[src/pkg/mifd_pkg.sv]
// package for the instruction format decoder: field layout, opcode
// classes, operation codes, phase counts and reset values.
// assumes a single 20 MHz core clock and a synchronous active-high reset.
package mifd_pkg;

   // instruction word geometry
   localparam int INSTR_W      = 14;   // one instruction word
   localparam int DATA_W       = 8;    // file register and accumulator width
   localparam int FADDR_W      = 7;    // register selector width
   localparam int BITSEL_W     = 3;    // selected position width
   localparam int JUMP_W       = 11;   // long constant width

   // field positions
   localparam int CLASS_HI     = 13;   // class field top bit
   localparam int CLASS_LO     = 12;   // class field low bit
   localparam int DEST_POS     = 7;    // result target bit
   localparam int BITSEL_LO    = 7;    // selected position low bit
   localparam int JUMP_SEL_POS = 11;   // call/jump select bit

   // register selector range
   localparam logic [6:0] FADDR_MIN = 7'h00;
   localparam logic [6:0] FADDR_MAX = 7'h7f;

   // address of the second i/o port inside the bank
   localparam logic [6:0] IO_PORT2_ADDR = 7'h06;

   // four oscillator periods per instruction cycle
   localparam int PHASES       = 4;
   localparam logic [1:0] PHASE_RST = 2'h0;

   // reset values
   localparam logic [7:0]  ACC_RST  = 8'h00;
   localparam logic [12:0] PC_RST   = 13'h0000;
   localparam logic [13:0] INSTR_RST = 14'h0000;  // decodes as an idle cycle

   // instruction classes
   typedef enum logic [1:0] {
      MIFD_CLS_BYTE,
      MIFD_CLS_BIT,
      MIFD_CLS_LIT
   } mifd_class_t;

   // decoded operations
   typedef enum logic [4:0] {
      MIFD_OP_IDLE, MIFD_OP_MOVWF, MIFD_OP_CLRW, MIFD_OP_CLRF, MIFD_OP_SUB,
      MIFD_OP_DEC,  MIFD_OP_IOR,   MIFD_OP_AND,  MIFD_OP_XOR,  MIFD_OP_ADD,
      MIFD_OP_MOV,  MIFD_OP_COM,   MIFD_OP_INC,  MIFD_OP_DECSZ, MIFD_OP_RRF,
      MIFD_OP_RLF,  MIFD_OP_SWAP,  MIFD_OP_INCSZ, MIFD_OP_BCLR, MIFD_OP_BSET,
      MIFD_OP_BTSC, MIFD_OP_BTSS,  MIFD_OP_CALL, MIFD_OP_JUMP, MIFD_OP_LMOV,
      MIFD_OP_LRET, MIFD_OP_LIOR,  MIFD_OP_LAND, MIFD_OP_LXOR, MIFD_OP_LSUB,
      MIFD_OP_LADD, MIFD_OP_RET
   } mifd_op_t;

endpackage

[src/rtl/mifd_core.sv]
// instruction format decoder and sequencer: takes fetched 14-bit words,
// runs each through a four-phase cycle, does read-modify-write on the
// register file and keeps the accumulator and program counter.
// assumes the fetch path presents instr_word for the address on
// program_counter within the clock in which it changes, and the file read data
// answer in the same clock as file_rd_en.
//
// Overview of operation
// [RQ1] every instruction is one 14-bit word
// [RQ2] three classes: byte, bit, literal/control
// [RQ3] target bit zero goes to accumulator
// [RQ4] tools default the target bit to one
// [RQ5] register selector spans 0x00 to 0x7f
// [RQ6] position field picks one bit of eight
// [RQ7] constant is eight or eleven bits
// [RQ8] four oscillator phases make one cycle
// [RQ9] skip or jump costs a second idle cycle
// [RQ10] don't-care bits are ignored, tools emit zero
// [RQ11] file operands are read, modified, stored
// [RQ12] pure writes still read the register
// [RQ13] rmw on second port counts as read
// [RQ14] software avoids legacy configuration instructions
// [RQ15] one accumulator, implicit operand and target
// [RQ16] prefetched word dropped on change or skip
// [RQ17] unknown encodings execute as idle cycle
`timescale 1ns/1ns
module mifd_core #(
   parameter int PC_W      = 13,   // program counter width
   parameter int STACK_DEP = 8     // return stack depth
) (
   input  wire logic          clock,
   input  wire logic          rst,
   input  wire logic [13:0]   instr_word,        // fetched word
   output logic [12:0]        program_counter,   // fetch address
   output logic               fetch_en,          // latch new word (phase 3)
   output logic               file_rd_en,        // file read strobe
   output logic               file_wr_en,        // file write strobe
   output logic [6:0]         file_addr,         // selected file register
   input  wire logic [7:0]    file_rd_data,
   output logic [7:0]         file_wr_data,
   output logic               port_change_rearm, // second_io_port read seen
   output logic [7:0]         accumulator,
   output logic [1:0]         phase,
   output logic               idle_cycle         // idle second cycle after reset, a change or a skip
);

   ////////////////////////////////////////////////////////////////////////
   // elaboration checks
   initial begin
      if (PC_W != 13) $error("mifd_core: PC_W must be 13");
      if (STACK_DEP < 1 || STACK_DEP > 16) $error("mifd_core: STACK_DEP out of range");
   end

   ////////////////////////////////////////////////////////////////////////
   // all state except the return stack in one struct
   typedef struct packed {
      logic [1:0]  phase;      // oscillator period within cycle
      logic [13:0] instr;      // word being executed
      logic        flush;      // set in phase 2 of a change or skip, cleared in phase 2 of the idle cycle
      logic [7:0]  acc;        // working accumulator
      logic [12:0] pc;         // program counter
      logic [7:0]  opnd;       // value read in phase 1
      logic [3:0]  sp;         // return stack pointer
      logic [7:0]  wr_data;    // store data
      logic        wr_en;      // store strobe
      logic        rd_en;      // read strobe
      logic        rearm;      // port read pulse
      logic        idle;       // idle second cycle, phases 0..3
   } mifd_state_t;

   mifd_state_t st_reg;                        // registered state
   mifd_state_t st_next;                       // next state
   logic [12:0] stack_reg [STACK_DEP];         // return addresses

   mifd_pkg::mifd_class_t cls;                 // decoded class
   mifd_pkg::mifd_op_t    op;                  // decoded operation
   logic                  dest_file;           // result target bit
   logic [6:0]            faddr;               // register selector
   logic [2:0]            bit_sel;             // bit position
   logic [7:0]            lit8;                // short constant
   logic [10:0]           lit11;               // long constant

   ////////////////////////////////////////////////////////////////////////
   // field split of the word in execution
   mifd_field_split u_split (
      .instr       (st_reg.instr),             // [RQ1]
      .instr_class (cls),
      .op          (op),
      .dest_file   (dest_file),
      .faddr       (faddr),
      .bit_sel     (bit_sel),
      .lit8        (lit8),
      .lit11       (lit11)
   );

   ////////////////////////////////////////////////////////////////////////
   // next-state logic; phase 0 read, 2 modify/store, 3 fetch
   logic [7:0]  res;        // modified value
   logic        skip;       // conditional test true
   logic        to_file;    // result goes back to file
   logic        uses_file;  // byte or bit class touches a file register
   logic [7:0]  mask;       // one-hot bit mask
   logic [8:0]  sum;        // adder result
   always_comb begin
      st_next = st_reg;
      res = st_reg.opnd;
      skip = 1'b0;
      to_file = 1'b0;
      mask = 8'h01 << bit_sel;                                            // [RQ6]
      sum = 9'h000;
      uses_file = !st_reg.flush && (cls != mifd_pkg::MIFD_CLS_LIT) &&
                  op != mifd_pkg::MIFD_OP_IDLE && op != mifd_pkg::MIFD_OP_CLRW &&
                  op != mifd_pkg::MIFD_OP_RET;
      st_next.phase = st_reg.phase + 2'h1;                                // [RQ8]
      st_next.rd_en = 1'b0;
      st_next.wr_en = 1'b0;
      st_next.rearm = 1'b0;
      // phase 0: read the file register, even for pure writes
      if (st_reg.phase == 2'h0 && uses_file) begin
         st_next.rd_en = 1'b1;                                            // [RQ11] [RQ12]
         st_next.rearm = (faddr == mifd_pkg::IO_PORT2_ADDR);              // [RQ13]
      end
      if (st_reg.phase == 2'h1 && st_reg.rd_en) begin
         st_next.opnd = file_rd_data;                                     // [RQ11]
      end
      // phase 2: modify and store
      if (st_reg.phase == 2'h2 && !st_reg.flush) begin
         unique case (op)
            mifd_pkg::MIFD_OP_MOVWF: begin res = st_reg.acc; to_file = 1'b1; end  // [RQ15]
            mifd_pkg::MIFD_OP_CLRF:  begin res = 8'h00; to_file = 1'b1; end       // [RQ12]
            mifd_pkg::MIFD_OP_CLRW:  st_next.acc = 8'h00;
            mifd_pkg::MIFD_OP_SUB:   begin sum = {1'b0, st_reg.opnd} - {1'b0, st_reg.acc}; res = sum[7:0]; end
            mifd_pkg::MIFD_OP_DEC:   res = st_reg.opnd - 8'h01;
            mifd_pkg::MIFD_OP_IOR:   res = st_reg.opnd | st_reg.acc;
            mifd_pkg::MIFD_OP_AND:   res = st_reg.opnd & st_reg.acc;
            mifd_pkg::MIFD_OP_XOR:   res = st_reg.opnd ^ st_reg.acc;
            mifd_pkg::MIFD_OP_ADD:   begin sum = {1'b0, st_reg.opnd} + {1'b0, st_reg.acc}; res = sum[7:0]; end
            mifd_pkg::MIFD_OP_MOV:   res = st_reg.opnd;
            mifd_pkg::MIFD_OP_COM:   res = ~st_reg.opnd;
            mifd_pkg::MIFD_OP_INC:   res = st_reg.opnd + 8'h01;
            mifd_pkg::MIFD_OP_DECSZ: begin res = st_reg.opnd - 8'h01; skip = (res == 8'h00); end  // [RQ9]
            mifd_pkg::MIFD_OP_INCSZ: begin res = st_reg.opnd + 8'h01; skip = (res == 8'h00); end  // [RQ9]
            mifd_pkg::MIFD_OP_RRF:   res = {st_reg.opnd[0], st_reg.opnd[7:1]};  // bit 0 wraps into bit 7, no carry
            mifd_pkg::MIFD_OP_RLF:   res = {st_reg.opnd[6:0], st_reg.opnd[7]};
            mifd_pkg::MIFD_OP_SWAP:  res = {st_reg.opnd[3:0], st_reg.opnd[7:4]};
            mifd_pkg::MIFD_OP_BCLR:  begin res = st_reg.opnd & ~mask; to_file = 1'b1; end   // [RQ6]
            mifd_pkg::MIFD_OP_BSET:  begin res = st_reg.opnd | mask; to_file = 1'b1; end    // [RQ6]
            mifd_pkg::MIFD_OP_BTSC:  skip = ((st_reg.opnd & mask) == 8'h00);               // [RQ9]
            mifd_pkg::MIFD_OP_BTSS:  skip = ((st_reg.opnd & mask) != 8'h00);               // [RQ9]
            mifd_pkg::MIFD_OP_LMOV:  st_next.acc = lit8;                                   // [RQ7] [RQ15]
            mifd_pkg::MIFD_OP_LIOR:  st_next.acc = st_reg.acc | lit8;
            mifd_pkg::MIFD_OP_LAND:  st_next.acc = st_reg.acc & lit8;
            mifd_pkg::MIFD_OP_LXOR:  st_next.acc = st_reg.acc ^ lit8;
            mifd_pkg::MIFD_OP_LSUB:  st_next.acc = lit8 - st_reg.acc;
            mifd_pkg::MIFD_OP_LADD:  st_next.acc = lit8 + st_reg.acc;
            mifd_pkg::MIFD_OP_LRET:  st_next.acc = lit8;
            default:                 res = st_reg.opnd;                                    // [RQ17]
         endcase
         // byte ops steer by the target bit
         if (cls == mifd_pkg::MIFD_CLS_BYTE && op != mifd_pkg::MIFD_OP_MOVWF &&
             op != mifd_pkg::MIFD_OP_CLRF && op != mifd_pkg::MIFD_OP_CLRW &&
             op != mifd_pkg::MIFD_OP_RET && op != mifd_pkg::MIFD_OP_IDLE) begin
            if (dest_file) begin
               to_file = 1'b1;                                            // [RQ3]
            end else begin
               st_next.acc = res;                                         // [RQ3] [RQ15]
            end
         end
         st_next.wr_en = to_file;                                         // [RQ11]
         st_next.wr_data = res;
         // program counter changes and skips
         unique case (op)
            mifd_pkg::MIFD_OP_CALL: begin
               st_next.pc = {st_reg.pc[12:11], lit11};                    // [RQ7]
               st_next.sp = st_reg.sp + 4'h1;
               st_next.flush = 1'b1;                                      // [RQ9] [RQ16]
            end
            mifd_pkg::MIFD_OP_JUMP: begin
               st_next.pc = {st_reg.pc[12:11], lit11};                    // [RQ7]
               st_next.flush = 1'b1;                                      // [RQ16]
            end
            mifd_pkg::MIFD_OP_RET, mifd_pkg::MIFD_OP_LRET: begin
               st_next.pc = stack_reg[4'(st_reg.sp - 4'h1) % STACK_DEP];
               st_next.sp = st_reg.sp - 4'h1;
               st_next.flush = 1'b1;                                      // [RQ16]
            end
            default: begin
               st_next.flush = skip;                                      // [RQ9] [RQ16]
               st_next.pc = st_reg.pc + (skip ? 13'h0002 : 13'h0001);
            end
         endcase
      end else if (st_reg.phase == 2'h2) begin
         // idle second cycle: pc already names the word to fetch, so
         // stepping it here would lose the jump target or skip landing
         st_next.flush = 1'b0;                                            // [RQ9]
      end
      // phase 3: load next word; after a change the idle word INSTR_RST is loaded instead
      if (st_reg.phase == 2'h3) begin
         st_next.instr = st_next.flush ? mifd_pkg::INSTR_RST : instr_word;  // [RQ16]
         st_next.idle  = st_reg.flush;                                    // [RQ9] [RQ16]
      end
      if (rst) begin
         st_next = '0;
         st_next.phase = mifd_pkg::PHASE_RST;
         st_next.acc   = mifd_pkg::ACC_RST;
         st_next.pc    = mifd_pkg::PC_RST;
         st_next.instr = mifd_pkg::INSTR_RST;
         // first cycle is a dummy, so address zero is fetched before use
         st_next.flush = 1'b1;
         st_next.idle  = 1'b1;
      end
   end

   ////////////////////////////////////////////////////////////////////////
   // state register
   always_ff @(posedge clock) begin
      st_reg <= st_next;
   end

   ////////////////////////////////////////////////////////////////////////
   // return stack, one generate entry per slot; no reset needed
   for (genvar i = 0; i < STACK_DEP; i++) begin : g_stack
      always_ff @(posedge clock) begin
         if (!rst && st_reg.phase == 2'h2 && !st_reg.flush && op == mifd_pkg::MIFD_OP_CALL &&
             (st_reg.sp % STACK_DEP) == i) begin
            stack_reg[i] <= st_reg.pc + 13'h0001;
         end
      end
   end

   ////////////////////////////////////////////////////////////////////////
   // outputs
   assign program_counter   = st_reg.pc;
   assign fetch_en          = (st_reg.phase == 2'h3);
   assign file_rd_en        = st_reg.rd_en;
   assign file_wr_en        = st_reg.wr_en;
   assign file_addr         = faddr;
   assign file_wr_data      = st_reg.wr_data;
   assign port_change_rearm = st_reg.rearm;
   assign accumulator       = st_reg.acc;
   assign phase             = st_reg.phase;
   assign idle_cycle        = st_reg.idle;

endmodule

[src/rtl/mifd_field_split.sv]
// field splitter: breaks one instruction word into class, operation and
// operand fields, combinationally.
// assumes the word is stable for the whole instruction cycle.
`timescale 1ns/1ns
module mifd_field_split (
   input  wire logic [13:0]          instr,
   output mifd_pkg::mifd_class_t     instr_class,
   output mifd_pkg::mifd_op_t        op,
   output logic                      dest_file,
   output logic [6:0]                faddr,
   output logic [2:0]                bit_sel,
   output logic [7:0]                lit8,
   output logic [10:0]               lit11
);

   ////////////////////////////////////////////////////////////////////////
   // operand fields; unused ones are simply ignored downstream
   assign dest_file = instr[mifd_pkg::DEST_POS];                         // [RQ3]
   assign faddr     = instr[6:0];                                         // [RQ5]
   assign bit_sel   = instr[9:7];                                         // [RQ6]
   assign lit8      = instr[7:0];                                         // [RQ7]
   assign lit11     = instr[10:0];                                        // [RQ7]

   ////////////////////////////////////////////////////////////////////////
   // class and operation; x bits are never looked at
   always_comb begin
      op = mifd_pkg::MIFD_OP_IDLE;                                        // [RQ17]
      unique case (instr[13:12])
         2'h0: begin
            instr_class = mifd_pkg::MIFD_CLS_BYTE;                         // [RQ2]
            unique case (instr[11:8])
               4'h0: begin
                  if (instr[7]) begin
                     op = mifd_pkg::MIFD_OP_MOVWF;
                  end else if (instr[6:0] == 7'h08 || instr[6:0] == 7'h09) begin
                     op = mifd_pkg::MIFD_OP_RET;                          // both returns
                  end else begin
                     op = mifd_pkg::MIFD_OP_IDLE;                         // [RQ10] [RQ17]
                  end
               end
               4'h1: op = instr[7] ? mifd_pkg::MIFD_OP_CLRF : mifd_pkg::MIFD_OP_CLRW; // [RQ10]
               4'h2: op = mifd_pkg::MIFD_OP_SUB;
               4'h3: op = mifd_pkg::MIFD_OP_DEC;
               4'h4: op = mifd_pkg::MIFD_OP_IOR;
               4'h5: op = mifd_pkg::MIFD_OP_AND;
               4'h6: op = mifd_pkg::MIFD_OP_XOR;
               4'h7: op = mifd_pkg::MIFD_OP_ADD;
               4'h8: op = mifd_pkg::MIFD_OP_MOV;
               4'h9: op = mifd_pkg::MIFD_OP_COM;
               4'ha: op = mifd_pkg::MIFD_OP_INC;
               4'hb: op = mifd_pkg::MIFD_OP_DECSZ;
               4'hc: op = mifd_pkg::MIFD_OP_RRF;
               4'hd: op = mifd_pkg::MIFD_OP_RLF;
               4'he: op = mifd_pkg::MIFD_OP_SWAP;
               4'hf: op = mifd_pkg::MIFD_OP_INCSZ;
            endcase
         end
         2'h1: begin
            instr_class = mifd_pkg::MIFD_CLS_BIT;                          // [RQ2]
            unique case (instr[11:10])
               2'h0: op = mifd_pkg::MIFD_OP_BCLR;
               2'h1: op = mifd_pkg::MIFD_OP_BSET;
               2'h2: op = mifd_pkg::MIFD_OP_BTSC;
               2'h3: op = mifd_pkg::MIFD_OP_BTSS;
            endcase
         end
         2'h2: begin
            instr_class = mifd_pkg::MIFD_CLS_LIT;                          // [RQ2]
            op = instr[mifd_pkg::JUMP_SEL_POS] ? mifd_pkg::MIFD_OP_JUMP : mifd_pkg::MIFD_OP_CALL;
         end
         2'h3: begin
            instr_class = mifd_pkg::MIFD_CLS_LIT;                          // [RQ2]
            unique casez (instr[11:8])
               4'b00??: op = mifd_pkg::MIFD_OP_LMOV;                       // [RQ10]
               4'b01??: op = mifd_pkg::MIFD_OP_LRET;                       // [RQ10]
               4'b1000: op = mifd_pkg::MIFD_OP_LIOR;
               4'b1001: op = mifd_pkg::MIFD_OP_LAND;
               4'b1010: op = mifd_pkg::MIFD_OP_LXOR;
               4'b1011: op = mifd_pkg::MIFD_OP_IDLE;                       // [RQ17]
               4'b110?: op = mifd_pkg::MIFD_OP_LSUB;                       // [RQ10]
               4'b111?: op = mifd_pkg::MIFD_OP_LADD;                       // [RQ10]
            endcase
         end
      endcase
   end

endmodule

[config.mk]
export PLATFORM = sky130hd
export DESIGN_NAME = mifd_core
export DESIGN_NICKNAME = d
export VERILOG_FILES = /design/src/pkg/mifd_pkg.sv /design/src/rtl/mifd_core.sv /design/src/rtl/mifd_field_split.sv
export SDC_FILE = /design/constraint.sdc
export NUM_CORES = 1
export LEC_CHECK = 0
export ABC_AREA = 1
export BUFFER_PORTS_ARGS = -buffer_cell sky130_fd_sc_hd__buf_4
export CAP_MARGIN = 10
export CORE_AREA = 3 3 140 142
export DETAILED_ROUTE_END_ITERATION = 7
export DIE_AREA = 0 0 143 145
export PLACE_DENSITY_LB_ADDON = 0.15
export SYNTH_ARGS = -nofsm -noshare
export SYNTH_HDL_FRONTEND = slang
export SYNTH_SLANG_ARGS = --single-unit
[constraint.sdc]
create_clock -name clock -period 5.5 [get_ports clock]
set_clock_uncertainty 0.1 [all_clocks]
set_input_delay 0.275 -clock clock [delete_from_list [all_inputs] [get_ports clock]]
set_output_delay 0.275 -clock clock [all_outputs]
set_load 0.02 [all_outputs]
==> impl_metrics.env <==
export IMPL_die_w_microns=143
export IMPL_drv_slew=0
export IMPL_avgViaCountPerCell=6.105
export IMPL_overflow=0
export IMPL_rows=50
export IMPL_drive_gt1_share_pct=13.58
export IMPL_cp_end_kind="flop"
export IMPL_finalCritPeriodShare_pct=89.02
export IMPL_die_h_microns=145
export IMPL_path_class="flop to flop"
export IMPL_clock_sinks=165
export IMPL_antenna_found_initial=0
export IMPL_fmax_mhz=204.2
export IMPL_first_pass_iters=6
export IMPL_total_leakage_power_nw=4.752
export IMPL_setup_viol=0
export IMPL_synthArstFlopShare_pct=0
export IMPL_min_period_ps=4896
export IMPL_largest_reg_flops=104
export IMPL_netlist_area_sq_um=10700
export IMPL_p_per_area_nw_per_um2=229.2
export IMPL_start_util_pct=57.60
export IMPL_post_drt_wl_per_cell_microns=20.52
export IMPL_startpoint_type="flop"
export IMPL_worstPathRequired_ps=5720
export IMPL_final_seq_area_sq_um=4344
export IMPL_met2_usage_pct=46.36
export IMPL_dp_slack_ps=853.7
export IMPL_synth_seq_cells=165
export IMPL_cts_tree="done"
export IMPL_cap_violations=0
export IMPL_tightest_slew_ps=933.2
export IMPL_status="completed"
export IMPL_wl_microns=33520
export IMPL_routabilityCongestion=0.9708
export IMPL_die_area_sq_um=20740
export IMPL_rsz0062_at_grt="false"
export IMPL_finalHoldViolCount=0
export IMPL_cts_root_buf="clkbuf_16"
export IMPL_setup_ws_ps=603.7
export IMPL_ant_nets=0
export IMPL_grt_usage_pct=32.26
export IMPL_yosysWarnings=0
export IMPL_clockBufferDepth=2
export IMPL_io_pins=67
export IMPL_coreArea_sq_um=18580
export IMPL_cp_slowest_cell="dfxtp_1"
export IMPL_whs_ps=12.70
export IMPL_synth_distinct_cells=50
export IMPL_vias=9969
export IMPL_mostFrequentLayoutCell="nand2_1"
export IMPL_dp_hpwl_microns=23510
export IMPL_remaining_drc_errors=0
export IMPL_syn_inst=1357
export IMPL_io_buffers=66
export IMPL_final_cells=1633
export IMPL_fin_tns_setup_ps=0
export IMPL_cts_resized=0
export IMPL_synth_edf_count=104
export IMPL_peakVddDrop_uv=190.1
export IMPL_cts_clk_slew_worst_paths_ps=90
export IMPL_synth_area_per_cell_sq_um=7.886
export IMPL_synth_ff_type="edfxtp_1"
export IMPL_crit_chain="clkinv_1, ha_1, xnor2_1, nand3_1, nor4_1, nand4_1, nand3_1, inv_1, fa_1, or2_2, nor2_1, inv_1, nor2_1, inv_1, nor2_1, nand2_1, xnor2_1, a32oi_1, a21oi_1"
export IMPL_worst_slew_margin_rel_pct=37.72
export IMPL_grt_pass1_vias=9254
export IMPL_placed_cells=1590
export IMPL_cts_made_buffers=17
export IMPL_num_fill_cells=1679
export IMPL_cp_slowest_stage_delay_ps=690
export IMPL_critPathArrivalTime_ps=5110
export IMPL_synth_seq_area_share_pct=40.59
export IMPL_grtUsageMet1_pct=48.76
export IMPL_n_antenna_cell=0
export IMPL_crit_fanout=11
export IMPL_final_cell_mix="256 x nand2_1, 161 x nor2_1, 128 x o21ai_0, 106 x inv_1, 104 x edfxtp_1"
export IMPL_htree_levels=4
export IMPL_use_met3_pct=6.889
export IMPL_hold_buffers=11
export IMPL_clk_latency_ps=450
export IMPL_nNetsFinal=1463
export IMPL_hold_path_class="input pin to flop"
export IMPL_reg2reg_slack_ps=600
export IMPL_syn_to_final_growth_pct=10.84
export IMPL_cts_setup_buffers=0
export IMPL_multi_input_area_sq_um=5353
export IMPL_top_usage_layer="met1"
export IMPL_grt_pass1_wl_microns=52110
export IMPL_grt_max_degree=57
export IMPL_drtIter0Drc=1076
export IMPL_syn_nets=1434
[stage by stage]
stage / total power [mW] / util [%] / area, sq um
floorplan: 1.483 / - / 10700
global placement: 1.541 / 60.08 / 11160
detailed placement: 1.542 / 60.08 / 11160
CTS: 2.715 / 63.84 / 11860
global route: 2.784 / 63.84 / 11860
finish: 2.719 / 63.84 / 11860
[area by class of cell]
cell class | count | share of cell area (%)
Tap cell | 234 | 2.468
Multi-Input combinational cell | 967 | 45.13
Inverter | 136 | 4.325
Timing Repair Buffer | 99 | 6.498
Sequential cell | 165 | 36.62
Clock inverter | 15 | 1.371
Clock buffer | 17 | 3.586
[worst max-delay path: cells and delay by family, from the launching register on]
family / cells / cell delay [ps]
compound gates: 2 / 260
xor+xnor: 2 / 350
fa+ha+maj: 2 / 740
buf+inv: 4 / 690
simple gates: 9 / 1940
flops: 1 / 690
[kinds of logic after synthesis]
family | synth area share, %
adders and majority gates | 6.407
and+or+nand+nor | 24.35
DFF | 40.59
buffers and inverters | 9.611
AOI/OAI and AO/OA | 15.92
xor gates and xnor gates | 3.110
[path summary, 6_finish.rpt]
| kind | to | depth (start not counted) | startpoint |
|---|---|---|---|
| hold / removal | st_reg[52] | 3 | instr_word[6] |
| setup reg to reg | program_counter[12] | 19 | st_reg[16] |
| hold reg to reg | idle_cycle | 2 | idle_cycle |
| setup / recovery | program_counter[12] | 19 | st_reg[16] |
[metal layers]
| layer | part of all wire (%) | up-vias |
|---|---|---|
| li1 | - | 4690 |
| met2 | 42 | 563 |
| met3 | 10 | 85 |
| met4 | 3.1 | 0 |
| met1 | 44 | 4631 |
| met5 | 0 | - |
[Yosys cell counts (all sizes together) (3+ instances only)]
cell     instances  area [sq um]
a21oi           35         193.9
a31oi            7         43.79
a41oi           15         131.4
buf             54         384.1
clkbuf          35         131.4
clkinv           9         33.78
dfxtp           61          1221
edfxtp         104          3123
fa               3         60.06
ha              50         625.6
inv            127         479.2
nand2          270          1059
nand3           86         445.4
nand3b           3         22.52
nand4           27         168.9
nor2           177         721.9
nor3            23         126.4
nor4             3         18.77
o2111ai          5         43.79
o211ai          13         97.59
o21ai          147         739.5
o221ai          26         227.7
o22ai           17         106.4
or2              7         43.79
xnor2            8         70.07
xor2            30         262.8
[report_power, final]
| part | internal (mW) | switching (mW) |
|---|---|---|
| Combinational | 0.0684 | 0.132 |
| Clock | 0.608 | 0.584 |
| Sequential | 1.31 | 0.0134 |
Power figures use the tool's default switching activity.
